**src/hw/dma_handshake_pkg.sv**
```systemverilog
// Constants and types shared by the DMA request/grant handshake engine.
// Assumes a single 20 MHz clock that also paces the external bus.
package dma_handshake_pkg;

    localparam int unsigned DATA_WIDTH     = 32;
    localparam int unsigned ADDR_WIDTH     = 24;
    localparam int unsigned SELECT_WIDTH   = 4;
    localparam int unsigned WAIT_WIDTH     = 4;
    localparam int unsigned FIFO_DEPTH     = 8;

    // Clock and one external clock period expressed in cycles
    localparam int unsigned CLOCK_HZ       = 20_000_000;
    localparam int unsigned CLOCK_PERIOD_NS = 1_000_000_000 / CLOCK_HZ;
    localparam int unsigned EXT_PERIOD_NS  = 50;
    localparam int unsigned EXT_PERIOD_CYCLES =
        (EXT_PERIOD_NS + CLOCK_PERIOD_NS - 1) / CLOCK_PERIOD_NS;

    // Mode encodings on mode_i
    localparam logic [1:0] MODE_HANDSHAKE     = 2'h0;
    localparam logic [1:0] MODE_EXT_HANDSHAKE = 2'h1;
    localparam logic [1:0] MODE_PACED_MASTER  = 2'h2;

    // Values after reset
    localparam logic [ADDR_WIDTH-1:0]   RESET_ADDRESS = 24'h000000;
    localparam logic [DATA_WIDTH-1:0]   RESET_DATA    = 32'h00000000;
    localparam logic [SELECT_WIDTH-1:0] SELECT_IDLE   = 4'hF;

    typedef enum logic [1:0] {
        ST_IDLE,
        ST_ACCESS,
        ST_RECOVER,
        ST_GAP
    } dma_state_t;

endpackage : dma_handshake_pkg

```
**src/hw/dma_request_grant_handshake.sv**
```systemverilog
// DMA request/grant handshake engine with its data FIFO.
// Overview of operation
// - A transfer starts only after the peripheral drives dma_request_n low.
// - In handshake mode the grant strobe marks when data is latched or driven.
// - External handshake mode uses address, strobes, selects, ack and grant.
// - Paced master mode runs plain bus cycles and keeps the grant high.
// - Holding the request low stretches a write; its data is driven from the start.
// - Holding the request low stretches a read by one period per cycle.
// - Each configured wait state adds one period to the grant low time.
// - An enabled idle cycle adds one period of grant high before the next.
// - The request counts in a cycle only when sampled low at that edge.
// Assumes dma_request_n_i and ack_i are already synchronous to ref_clk_i,
// and that mode_i and dir_i only change while enable_i is low.
`timescale 1ns/1ns
`default_nettype none

module dma_fifo
#(
    parameter int unsigned WIDTH = 32,
    parameter int unsigned DEPTH = 8
)
(
    input  wire logic             ref_clk_i,    // Clock
    input  wire logic             rst_n_i,      // Sync reset, active low
    input  wire logic             in_valid_i,   // Write side valid
    output logic                  in_ready_o,   // Write side ready
    input  wire logic [WIDTH-1:0] in_data_i,    // Write side data
    output logic                  out_valid_o,  // Read side valid
    input  wire logic             out_ready_i,  // Read side ready
    output logic      [WIDTH-1:0] out_data_o    // Read side data
);
    localparam int unsigned PW = $clog2(DEPTH);

    // Pointer wrap relies on a power of two depth
    if (DEPTH < 2 || (DEPTH & (DEPTH - 1)) != 0)
    begin : g_bad_depth
        $error("dma_fifo: DEPTH must be a power of two, at least 2");
    end

    logic [WIDTH-1:0] mem [DEPTH];
    logic [PW:0]      wr_ptr;
    logic [PW:0]      rd_ptr;
    logic             push;
    logic             pop;

    assign in_ready_o  = (wr_ptr - rd_ptr) != (PW+1)'(DEPTH);
    assign out_valid_o = wr_ptr != rd_ptr;
    assign out_data_o  = mem[rd_ptr[PW-1:0]];
    assign push        = in_valid_i & in_ready_o;
    assign pop         = out_valid_o & out_ready_i;

    always_ff @(posedge ref_clk_i)
    begin
        if (push)
            mem[wr_ptr[PW-1:0]] <= in_data_i;
    end

    always_ff @(posedge ref_clk_i)
    begin
        if (!rst_n_i)
        begin
            wr_ptr <= '0;
            rd_ptr <= '0;
        end
        else
        begin
            if (push)
                wr_ptr <= wr_ptr + 1'b1;
            if (pop)
                rd_ptr <= rd_ptr + 1'b1;
        end
    end

endmodule : dma_fifo

module dma_request_grant_handshake
    import dma_handshake_pkg::*;
#(
    parameter int unsigned WAIT_W = WAIT_WIDTH,
    parameter int unsigned DEPTH  = FIFO_DEPTH
)
(
    input  wire logic                    ref_clk_i,          // 20 MHz clock
    input  wire logic                    rst_n_i,            // Sync reset
    input  wire logic                    enable_i,           // Channel on
    input  wire logic [1:0]              mode_i,             // Handshake mode
    input  wire logic                    dir_i,              // 1 = outbound
    input  wire logic [WAIT_W-1:0]       wait_states_i,      // Wait states
    input  wire logic                    idle_cycle_en_i,    // Bus idle cycle
    input  wire logic [ADDR_WIDTH-1:0]   base_address_i,     // Start address
    input  wire logic [SELECT_WIDTH-1:0] select_i,           // Bank to select
    input  wire logic                    dma_request_n_i,    // Request
    output logic                         dma_grant_n_o,      // Grant strobe
    output logic [ADDR_WIDTH-1:0]        external_address_bus_o, // Address
    output logic [SELECT_WIDTH-1:0]      memory_select_n_o,  // Selects
    output logic                         rd_n_o,             // Read strobe
    output logic                         wr_n_o,             // Write strobe
    input  wire logic                    ack_i,              // Bus acknowledge
    input  wire logic [DATA_WIDTH-1:0]   data_i,             // Bus data in
    output logic [DATA_WIDTH-1:0]        data_o,             // Bus data out
    output logic                         data_oe_o,          // Bus data drive
    input  wire logic                    s_valid_i,          // Outbound valid
    output logic                         s_ready_o,          // Outbound ready
    input  wire logic [DATA_WIDTH-1:0]   s_data_i,           // Outbound data
    output logic                         m_valid_o,          // Inbound valid
    input  wire logic                    m_ready_i,          // Inbound ready
    output logic [DATA_WIDTH-1:0]        m_data_o,           // Inbound data
    output logic                         busy_o,             // Transfer active
    output logic                         done_o              // Transfer ended
);
    if (WAIT_W < 1 || WAIT_W > 8)
    begin : g_bad_wait_w
        $error("dma_request_grant_handshake: WAIT_W out of range");
    end

    dma_state_t        state;
    logic [WAIT_W-1:0] wait_cnt;
    logic              req_armed;
    logic              start;
    logic              capture;
    logic              finish;
    logic              fifo_in_valid;
    logic              fifo_in_ready;
    logic [DATA_WIDTH-1:0] fifo_in_data;
    logic              fifo_out_valid;
    logic              fifo_out_ready;
    logic [DATA_WIDTH-1:0] fifo_out_data;

    // A new transfer needs a fresh low request and room or data in the FIFO
    assign start = (state == ST_IDLE) & enable_i & ~dma_request_n_i
                 & req_armed & (mode_i != 2'h3)
                 & (dir_i ? fifo_out_valid : fifo_in_ready);

    // Wait states first, then a request still low keeps the access open
    assign finish = (state == ST_ACCESS) & (wait_cnt == '0)
                  & dma_request_n_i
                  & ((mode_i == MODE_HANDSHAKE) | ack_i);
    assign capture = finish & ~dir_i;

    // Request must go high again so one long low is not taken twice
    always_ff @(posedge ref_clk_i)
    begin
        if (!rst_n_i)
            req_armed <= 1'b0;
        else if (start)
            req_armed <= 1'b0;
        else if (dma_request_n_i)
            req_armed <= 1'b1;
    end

    always_ff @(posedge ref_clk_i)
    begin
        if (!rst_n_i)
        begin
            state    <= ST_IDLE;
            wait_cnt <= '0;
        end
        else
        begin
            unique case (state)
                ST_IDLE:
                    if (start)
                    begin
                        state    <= ST_ACCESS;
                        wait_cnt <= wait_states_i;
                    end
                ST_ACCESS:
                    if (wait_cnt != '0)
                        wait_cnt <= wait_cnt - 1'b1;
                    else if (finish)
                        state <= ST_RECOVER;
                ST_RECOVER:
                    state <= idle_cycle_en_i ? ST_GAP : ST_IDLE;
                ST_GAP:
                    state <= ST_IDLE;
            endcase
        end
    end

    // Strobes change at the same edge as the state so they come from flops
    always_ff @(posedge ref_clk_i)
    begin
        if (!rst_n_i)
        begin
            dma_grant_n_o     <= 1'b1;
            rd_n_o            <= 1'b1;
            wr_n_o            <= 1'b1;
            memory_select_n_o <= SELECT_IDLE;
        end
        else if (start)
        begin
            dma_grant_n_o     <= (mode_i == MODE_PACED_MASTER);
            rd_n_o            <= dir_i;
            wr_n_o            <= ~dir_i;
            memory_select_n_o <= (mode_i == MODE_HANDSHAKE)
                               ? SELECT_IDLE : ~select_i;
        end
        else if (finish)
        begin
            dma_grant_n_o     <= 1'b1;
            rd_n_o            <= 1'b1;
            wr_n_o            <= 1'b1;
            memory_select_n_o <= SELECT_IDLE;
        end
    end

    // Address steps per transfer in the modes that use the address bus
    always_ff @(posedge ref_clk_i)
    begin
        if (!rst_n_i)
            external_address_bus_o <= RESET_ADDRESS;
        else if (!enable_i)
            external_address_bus_o <= base_address_i;
        else if (finish && mode_i != MODE_HANDSHAKE)
            external_address_bus_o <= external_address_bus_o + 1'b1;
    end

    // Outbound word is held on the bus for the whole stretched access
    always_ff @(posedge ref_clk_i)
    begin
        if (!rst_n_i)
        begin
            data_o    <= RESET_DATA;
            data_oe_o <= 1'b0;
        end
        else if (start && dir_i)
        begin
            data_o    <= fifo_out_data;
            data_oe_o <= 1'b1;
        end
        else if (finish)
            data_oe_o <= 1'b0;
    end

    always_ff @(posedge ref_clk_i)
    begin
        if (!rst_n_i)
            done_o <= 1'b0;
        else
            done_o <= finish;
    end

    assign busy_o = (state != ST_IDLE);

    // Inbound data is taken only after the request is released
    assign fifo_in_valid  = dir_i ? s_valid_i : capture;
    assign fifo_in_data   = dir_i ? s_data_i : data_i;
    assign s_ready_o      = dir_i & fifo_in_ready;
    assign fifo_out_ready = dir_i ? start : m_ready_i;
    assign m_valid_o      = ~dir_i & fifo_out_valid;
    assign m_data_o       = fifo_out_data;

    dma_fifo #(
        .WIDTH (DATA_WIDTH),
        .DEPTH (DEPTH)
    ) u_fifo (
        .ref_clk_i   (ref_clk_i),
        .rst_n_i     (rst_n_i),
        .in_valid_i  (fifo_in_valid),
        .in_ready_o  (fifo_in_ready),
        .in_data_i   (fifo_in_data),
        .out_valid_o (fifo_out_valid),
        .out_ready_i (fifo_out_ready),
        .out_data_o  (fifo_out_data)
    );

endmodule : dma_request_grant_handshake

`default_nettype wire

```
**config.mk**
```make
export PLATFORM = sky130hd
export DESIGN_NAME = dma_request_grant_handshake
export DESIGN_NICKNAME = d
export VERILOG_FILES = /design/src/hw/dma_handshake_pkg.sv /design/src/hw/dma_request_grant_handshake.sv
export SDC_FILE = /design/constraint.sdc
export NUM_CORES = 1
export LEC_CHECK = 0
export BUFFER_PORTS_ARGS = -buffer_cell sky130_fd_sc_hd__clkbuf_2
export CORE_MARGIN = 2
export CORE_UTILIZATION = 61
export DETAILED_ROUTE_END_ITERATION = 6
export MAX_ROUTING_LAYER = met4
export PLACE_DENSITY = 0.85
export SYNTH_ARGS = -nofsm -noshare
export SYNTH_HDL_FRONTEND = slang
export SYNTH_SLANG_ARGS = --single-unit
```
**constraint.sdc**
```tcl
create_clock -name ref_clk_i -period 13.8 [get_ports ref_clk_i]
set_clock_uncertainty 0.15 [all_clocks]
set_input_delay 0.69 -clock ref_clk_i [delete_from_list [all_inputs] [get_ports ref_clk_i]]
set_output_delay 0.69 -clock ref_clk_i [all_outputs]
set_load 0.03 [all_outputs]
```
After elaboration in Yosys (flattened, before gate mapping):

Memory sizes are Yosys's and may differ from the RTL's. A register that Yosys moved wholly into a read port is not among the register bits.
Cells that the tools add are included.

* bits in writable memories: 256
* register bits after elaboration: 80
* memories: 1
* input port bits: 107
* logic and storage cells: 90
* output and inout bits: 100

* add/sub/neg operators: 5
* reduce and logical (&&, ||, !) cells: 14
* bitwise operators: 18
* equal/unequal tests: 12
* mux-type cells: 27

Memory list
* u_fifo.mem: depth 8, width 32, rd ports 1, clocked after memory_dff 1, wr ports 1, RTL line dma_request_grant_handshake.sv:40 `logic [WIDTH-1:0] mem [DEPTH];`

Operators by type and width (count)
* $mux W24: 2
* $mux W32: 1
* $add A24 B1 Y24 const B: 1
* $mux W4: 5
* $and A1 B1 Y1: 13
* $mux W1: 11
* $reduce_bool A2 Y1: 5
* $add A4 B1 Y4 const B: 2
* $mux W2: 4
* $ne A2 B2 Y1 const B: 4
* $pmux W2 S4: 1
* $pmux W4 S2: 1
* $eq A2 B2 Y1 const B: 3
* $mux W3: 2
* $reduce_and A3 Y1: 2
* $logic_not A2 Y1: 2
* $logic_not A4 Y1: 1
* $ne A2 B1 Y1 const B: 2
* $ne A4 B4 Y1: 1
* $ne A4 B4 Y1 const B: 1
* $not A4 Y4: 1
* $reduce_bool A4 Y1: 1
* $sub A4 B1 Y4 const B: 1
* $sub A4 B4 Y4: 1
* other kinds (5): 8

Depth between registers and ports, before layout:

Gate-level depths: netlist of run 1.

* depth after elaboration: 10
* mapped depth: 8
* gate-level depth less buffers: 7

Hierarchy:

From an unflattened synthesis of run 1, not the netlist that was laid out.

* cells, all modules: 918
* area total of the unflattened synthesis: 14101.0 um2

Modules (own cells, without submodules)
* dma_fifo: area an instance 10257.3 um2, seq. area each 7907.6 um2, times used 1, cells each 447
* dma_request_grant_handshake: area an instance 3843.7 um2, seq. area each 1441.4 um2, times used 1, cells each 471

Worst setup path before layout of run 1:

Ideal clock, no wire load.

* path type: reg-to-reg
* start: register u_fifo.wr_ptr[1]
* end: memory u_fifo.mem[4][0], enable pin
* period minus slack after synthesis: 5.280 ns
* library setup time: 0.502 ns
* arrival time: 4.629 ns
* required time: 13.148 ns
* cell stages (with the launch flop): 7
* buffers on the path: 0
* setup slack: 8.520 ns
* path through: dfxtp_1 ha_1 nor2b_1 o211ai_1 a21oi_2 nand2b_1 nor4_1

* word-level cells in the longest chain between the ends: 5

Ends and longest elaborated chain
* from (decl): RTL line dma_request_grant_handshake.sv:41 `logic [PW:0] wr_ptr;`
* from (signal assigned): RTL line dma_request_grant_handshake.sv:68 `wr_ptr <= wr_ptr + 1'b1;`
* $sub A4 B4 Y4: RTL line dma_request_grant_handshake.sv:46 `assign in_ready_o = (wr_ptr - rd_ptr) != (PW+1)'(DEPTH);`
* $ne A4 B4 Y1: RTL line dma_request_grant_handshake.sv:46
* $and A1 B1 Y1: RTL line dma_request_grant_handshake.sv:49 `assign push = in_valid_i & in_ready_o;`
* $mux W1: RTL line dma_request_grant_handshake.sv:54 `if (push)`
* $mux W1 (implied by the code): RTL line dma_request_grant_handshake.sv:55 `mem[wr_ptr[PW-1:0]] <= in_data_i;`
* to (decl): RTL line dma_request_grant_handshake.sv:40

Parallel ways exist; a longest one is shown, timed or not.

==> results of run 1 <==
[cell usage after synthesis, types with 2 or more instances]
cell	count
edfxtp_1	256
dfxtp_1	83
mux2_2	65
mux4_2	64
nor2_1	55
mux2i_1	45
clkbuf_1	29
nand2_1	28
o21ai_0	28
a21oi_1	25
xnor2_1	24
inv_1	15
nor3_1	13
buf_2	11
nor4_1	11
and3_1	8
ha_1	7
nand3_1	7
a211oi_1	6
nand2b_1	6
or3_1	6
nor2b_1	5
and4_1	4
buf_1	4
nand4_1	4
nand3b_1	3
nor4_2	2
o211ai_1	2
o21ba_2	2
xor2_1	2
[power by group]
group          internal, mW  leakage, nW  total, mW  switching (mW)
registers              1.12         2.99       1.13          0.0138
logic                0.0737         2.16      0.183           0.110
clock network         0.530        0.542      0.905           0.376
[cell usage in the layout (no fill, tap or decap), types with 8 or more instances in the layout]
master     instances
edfxtp_1         256
o21ai_0           28
xnor2_1           24
nand2_1           28
buf_4             17
clkinv_2           8
nor3_1            12
a21oi_1           25
dfxtp_1           80
mux4_2            64
mux2_2            65
and3_1             8
mux2i_1           45
clkbuf_2         206
inv_1             14
nor2_1            55
clkbuf_16         35
[worst reg2reg max path, stage by stage, from the launching register on]
cell and delay, ns:
dfxtp_1 0.57, ha_1 0.34, nor2b_1 0.17, o211ai_1 0.35, a21oi_2 0.22, nor2b_1 0.37, and4_2 0.98
[area by class of cell]
class,instances,area [µm²]
clock buffers,40,905
clock inverters,22,201
fillers,1334,6100
inverters,15,56.3
multi-input cells,449,4370
flip-flops and latches,339,9360
well taps,285,357
repair buffers,223,1160
[through the flow]
step	instance area, µm²	util, %	hold WS, ns
6_report	16400	72.9	0.303
5_1_grt	16400	72.9	0.303
4_1_cts	16400	72.9	0.295
3_5_place_dp	15300	68.0	0.329
3_3_place_gp	15300	68.0	0.321
2_1_floorplan	13900	-	0.302
[per-layer routing]
metal  vias to the layer above  track usage, %  routed length (µm)
li1                       3746               -                   -
met5                         -               -                   0
met2                       371            42.7               15100
met1                      4119            34.3               11700
met3                        68            4.87                2360
met4                         0            8.16                 741
[state kept, by name, indices dropped and copies added, names as in the netlist, named ones only]
signal / cells
data_o: 32
data_oe_o: 1
dma_grant_n_o: 1
done_o: 1
external_address_bus_o: 24
memory_select_n_o: 4
rd_n_o: 1
req_armed: 1
state: 2
u_fifo.mem: 256
u_fifo.rd_ptr: 4
u_fifo.wr_ptr: 4
wait_cnt: 4
wr_n_o: 1
[cell families (layout without fill, tap and decap cells)]
family	count (synthesis)	count (layout)	synth area share, %
DFF	339	339	67.2
muxes	174	174	18.8
and+or+nand+nor	164	164	6.13
AOI/OAI and AO/OA	77	77	3.66
buffers and inverters	60	300	1.77
xor gates and xnor gates	27	27	1.81
adders and majority gates	7	7	0.629
[how the worst min path moves through the flow]
stage,to,slack [ns]
after floorplan,wait_cnt[0],0.30
after global placement,data_o[0],0.32
after detailed placement,data_o[31],0.33
after CTS,external_address_bus_o[0],0.29
after global routing,external_address_bus_o[3],0.30
final,external_address_bus_o[0],0.30
==> results by group, run 1 <==
Synth
  • Syn_area_per_cell: 16.4 µm²
  • Synthesized net count: 962
  • Area leader, netlist: edfxtp_1
  • Area contributors post-synth: edfxtp_1 (55%), dfxtp_1 (12%), mux4_2 (10%), mux2_2 (5.3%), mux2i_1 (3.2%)
  • Synth warn: 0
  • Synth top area share: 55.2%
  • Netlist cell types: 58
  • Sequential area share after synthesis: 67.2%
  • Post-synth EDFFs: 256
  • Synth Flop Type: edfxtp_1
  • Yosys reg bits: 339
  • Post-synth ARST share: 0%
  • Mapped Area: 13,900 µm²
  • Syn Inst Count: 848

Min path
  • Worst Hold Depth: 3
  • Tightest Hold Check Type: primary input to register
  • Hold path start: base_address_i[0]

Setup path
  • WP buf/inv: 2
  • R2R setup slack: 10.26 ns
  • Arrival @ worst endpoint: 3.04 ns
  • Critical-path cell list: buf_4, mux4_2, mux2_2, clkbuf_2
  • Worst setup path end: m_data_o[29]
  • Worst Setup Path Type: register to output port
  • Critical Path Max Stage Delay: 0.78 ns
  • Crit path depth: 4
  • CP max FO: 47
  • FF-to-FF path depth: 6
  • R2R Path Start: u_fifo.wr_ptr[1]
  • Slowest CP cell: buf_4
  • End of the worst register-to-register path: u_fifo.mem[2][22]
  • Nature of the critical path endpoint: output port
  • CP Launch Type: register
  • CP required: 12.96 ns
  • Critical path's top delay family: buffers and inverters

Floorplanning
  • I/O Pins: 207
  • Initial Util: 61.9%
  • Core area: 22,500 µm²
  • Die X: 155 µm
  • Core Rows: 55
  • Die height: 155 µm
  • Die area: 24,000 µm²

Route
  • Drt via density: 6.05
  • Via count: 8,304
  • Residual DRC count: 0
  • Post-route ant nets: 0
  • DRT Pass-1 Iters: 5
  • DRT iter0 DRCs: 709
  • Wire per inst: 21.8 µm
  • Final wirelength: 29,900 µm

STA
  • Setup ws final: 9.92 ns
  • Slew Limit Fails: 0
  • Endpoints failing setup: 0
  • Final TNS setup: 0 ns
  • F_max: 258 MHz
  • Crit share post-route: 28.1%
  • Unrepaired setup endpoints after global routing: false
  • Final hold violation count: 0
  • Crit path time final: 3.88 ns
  • Worst Max-Slew Pin Slew: 1.01 ns
  • Rel. slew slack: 32.5%

GRT
  • Vias in the first global route: 8,557
  • All-Layer GR Usage: 26.3%
  • GRT Residual Overflow: 0
  • Largest net degree at the start of global routing: 50
  • Global-route wire length before repair: 47,000 µm
  • Initial antenna violation count: 0

Clock tree
  • CTS Buf Count: 35
  • Max Root-Sink Buffers: 3
  • Hold-fix buffers, CTS: 0
  • Sink Count: 339
  • Root Buffer: clkbuf_16
  • Clock latency on the worst-skew pair: 0.50 ns
  • Worst-path clk slew: 0.06 ns
  • H-tree levels: 2
  • Setup Fix Bufs, Post-CTS: 0
  • CTS tree: done
  • CTS-repair resized insts: 0

Finish
  • Cell Count, Final, Fillers Out: 1,373
  • Ant diodes: 0
  • Share of layout cells above drive strength 1: 39.7%
  • Layout Nets: 1,177
  • P&R area growth vs syn: 17.8%

Place
  • PortBufs: 206
  • GPL Wtd Cong: 0.842
  • Inst Count DP: 1,311
  • DP Worst Slack: 10.26 ns
  • Hpwl dp: 17,700 µm

Pwr
  • Static leakage: 5.69 nW
  • Total power draw: 2.22 mW
  • Max IR drop VDD: 0.123 mV
  • PwrDens: 135 nW/µm²

Flow run
  • # Max-Cap Violations: 0

Run status
  • Status: completed
Note: power is estimated with default switching activity, not from simulation.
==> run 2: changes to the inputs <==
- CORE_UTILIZATION: 61 -> 57
- PLACE_DENSITY: 0.85 -> 0.8
- clock period: 13.8 -> 4 ns (I/O delays scaled with it)
==> run 2 against run 1 <==
Against the previous run: final cell count up 10%; count of clock-buffer cells in the layout up 4; clock power rose to 3.3 times the previous value; worst setup slack worse by 9.7 ns; critical path depth up 3; largest power group unchanged.
==> results by group, run 2 (same netlist as run 1, synthesis figures left out) <==
Pwr
  • Reg power frac: 51.0% (about the same)
  • PwrDens: 439 nW/µm² (+220%)
  • Max IR drop VDD: 0.293 mV (+140%)
  • Static leakage: 6.11 nW (+7.3%)
  • Clk network pwr share: 39.5% (-1.2 points)
  • Gate power share: 9.6% (+1.3 points)
  • Switching part of the total: 22.5% (+0.095 points)
  • Cell-internal power: 5.94 mW (+240%)
  • Sw Pwr: 1.73 mW (+250%)

STA
  • F_max: 267 MHz
  • Final TNS setup: 0 ns (unchanged)
  • Worst Max-Slew Pin Slew: 1.09 ns (+0.0767 ns)
  • Rel. slew slack: 27.0% (-5.5 points)
  • Crit path time final: 3.74 ns
  • Slew Limit Fails: 0 (unchanged)
  • Crit share post-route: 93.6%
  • Endpoints failing setup: 0 (unchanged)
  • Final hold violation count: 0 (unchanged)
  • Unrepaired setup endpoints after global routing: false

Finish
  • Max reg flops: 256 (unchanged)
  • Commonest non-fill, non-tap cells in the layout: edfxtp_1 (256), clkbuf_2 (206), dlygate4sd3_1 (98)
  • Share of layout cells above drive strength 1: 36.5% (-3.2 points)
  • Ant diodes: 0 (unchanged)
  • Fin area: 17,400 µm² (+6.3%)
  • Fill cell count: 1,433 (+7.4%)
  • Layout Nets: 1,280 (+8.8%)
  • Cell Count, Final, Fillers Out: 1,515 (+10%)
  • Commonest non-fill, non-tap cell in the layout: edfxtp_1
  • P&R area growth vs syn: 25.3%

Clock tree
  • Sink Count: 339 (unchanged)
  • CTS-repair resized insts: 0 (unchanged)
  • CTS tree: done
  • Max Root-Sink Buffers: 3 (unchanged)
  • CTS Buf Count: 34 (-2.9%)
  • Clock latency on the worst-skew pair: 0.51 ns (about the same)
  • H-tree levels: 2 (unchanged)
  • Root Buffer: clkbuf_16
  • Setup Fix Bufs, Post-CTS: 0 (unchanged)
  • Hold-fix buffers, CTS: 98 (+98)
  • Worst-path clk slew: 0.06 ns (about the same)

GRT
  • Vias in the first global route: 8,733 (+2.1%)
  • Initial antenna violation count: 0 (unchanged)
  • All-Layer GR Usage: 25.0% (-1.3 points)
  • GRT Residual Overflow: 0 (unchanged)
  • Global-route wire length before repair: 48,100 µm (+2.3%)
  • Largest net degree at the start of global routing: 65 (+30%)

Floorplanning
  • Initial Util: 57.6% (-4.3 points)
  • Core area: 24,200 µm² (+7.4%)
  • Die height: 160 µm (+3.4%)
  • Die area: 25,700 µm² (+6.8%)
  • Core Rows: 57 (+3.6%)
  • Die X: 160 µm (+3.4%)
  • I/O Pins: 207 (unchanged)

Setup path
  • Critical-path cell list: inv_1, ha_1, or3b_4, o41ai_2, nand2b_1, nor3_2, buf_4
  • R2R setup slack: 0.26 ns (-10.00 ns)
  • Crit path depth: 7 (+3)
  • Worst Setup Path Type: register to register
  • CP required: 4.04 ns (-8.92 ns)
  • Nature of the critical path endpoint: register
  • Critical Path Max Stage Delay: 0.89 ns (+0.11 ns)
  • Arrival @ worst endpoint: 3.78 ns (+0.74 ns)
  • Worst setup path end: u_fifo.mem[3][28]
  • FF-to-FF path depth: 7 (+1)
  • R2R Path Start: wait_cnt[1]
  • WP buf/inv: 2 (unchanged)
  • CP max FO: 20 (-57%)
  • End of the worst register-to-register path: u_fifo.mem[3][28]
  • Slowest CP cell: nor3_2
  • CP Launch Type: register
  • Critical path's top delay family: simple AND/OR/NAND/NOR gates
  • Critical Path Source: wait_cnt[1]

Run status
  • Status: completed

Route
  • Post-route ant nets: 0 (unchanged)
  • DRT iter0 DRCs: 604 (-15%)
  • Residual DRC count: 0 (unchanged)
  • Via count: 8,640 (+4.0%)
  • Wire per inst: 20.3 µm (-6.6%)
  • Drt via density: 5.70 (-5.7%)
  • Final wirelength: 30,800 µm (+3.1%)
  • DRT Pass-1 Iters: 7 (+2)

Place
  • Hpwl dp: 18,500 µm (+4.2%)
  • Post-DP Area: 15,400 µm² (+0.71%)
  • GPL Wtd Cong: 0.866 (+2.9%)
  • Inst Count DP: 1,356 (+3.4%)
  • PortBufs: 206 (unchanged)

Min path
  • Worst Hold Depth: 3 (unchanged)
  • Tightest Hold Check Type: primary input to register

Flow run
  • # Max-Cap Violations: 0 (unchanged)
run 2: worst reg2reg max path, delay by kind of cell, from the launching register on:
family	cells	cell delay (ns)
flops	1	0.30
buf+inv	2	0.53
fa+ha+maj	1	0.22
simple gates	3	1.65
compound gates	1	0.56
run 2: worst min-delay path by stage:
| stage | startpoint | endpoint | slack (ns) |
|---|---|---|---|
| 2_1_floorplan | dma_request_n_i | req_armed | 0.20 |
| 3_3_place_gp | base_address_i[10] | external_address_bus_o[10] | 0.31 |
| 3_5_place_dp | base_address_i[3] | external_address_bus_o[3] | 0.32 |
| 4_1_cts | ack_i | external_address_bus_o[0] | 0.04 |
| 5_1_grt | mode_i[0] | dma_grant_n_o | 0.1 |
| 6_report | mode_i[0] | dma_grant_n_o | 0.07 |
run 2: power by group through the flow:
| stage | clock network, mW | registers, mW | logic (mW) |
|---|---|---|---|
| after global placement | 0 | 3.97 | 0.632 |
| after global routing | 3.22 | 3.91 | 0.789 |
| after floorplan | 0 | 4.01 | 0.401 |
| after detailed placement | 0 | 3.98 | 0.644 |
| final | 3.03 | 3.91 | 0.734 |
| after CTS | 3.07 | 3.90 | 0.735 |
run 2: routing by layer:
metal / vias up / wire, µm / GRT usage (%)
met2: 301 / 15700 / 41.1
met5: - / 0 / -
met1: 4334 / 12800 / 32.0
met4: 0 / 828 / 8.89
met3: 62 / 1490 / 3.79
li1: 3943 / - / -
run 2: area by class of cell:
class | instances | area (µm²) | share of cell area, %
flip-flops and latches | 339 | 9360 | 53.7
multi-input cells | 449 | 4370 | 25.1
repair buffers | 327 | 2200 | 12.6
clock buffers | 44 | 910 | 5.22
well taps | 324 | 405 | 2.32
clock inverters | 17 | 144 | 0.825
inverters | 15 | 56.3 | 0.323
run 2: through the flow:
| step | util [%] | setup slack (ns) | power [mW] | hold slack, ns |
|---|---|---|---|---|
| floorplan | - | -1.28 | 4.41 | 0.202 |
| global placement | 63.7 | 0.329 | 4.61 | 0.311 |
| detailed placement | 63.7 | 0.229 | 4.62 | 0.316 |
| CTS | 72.1 | 0.170 | 7.71 | 0.0433 |
| global route | 72.1 | 0.0356 | 7.92 | 0.0962 |
| finish | 72.1 | 0.257 | 7.66 | 0.0663 |
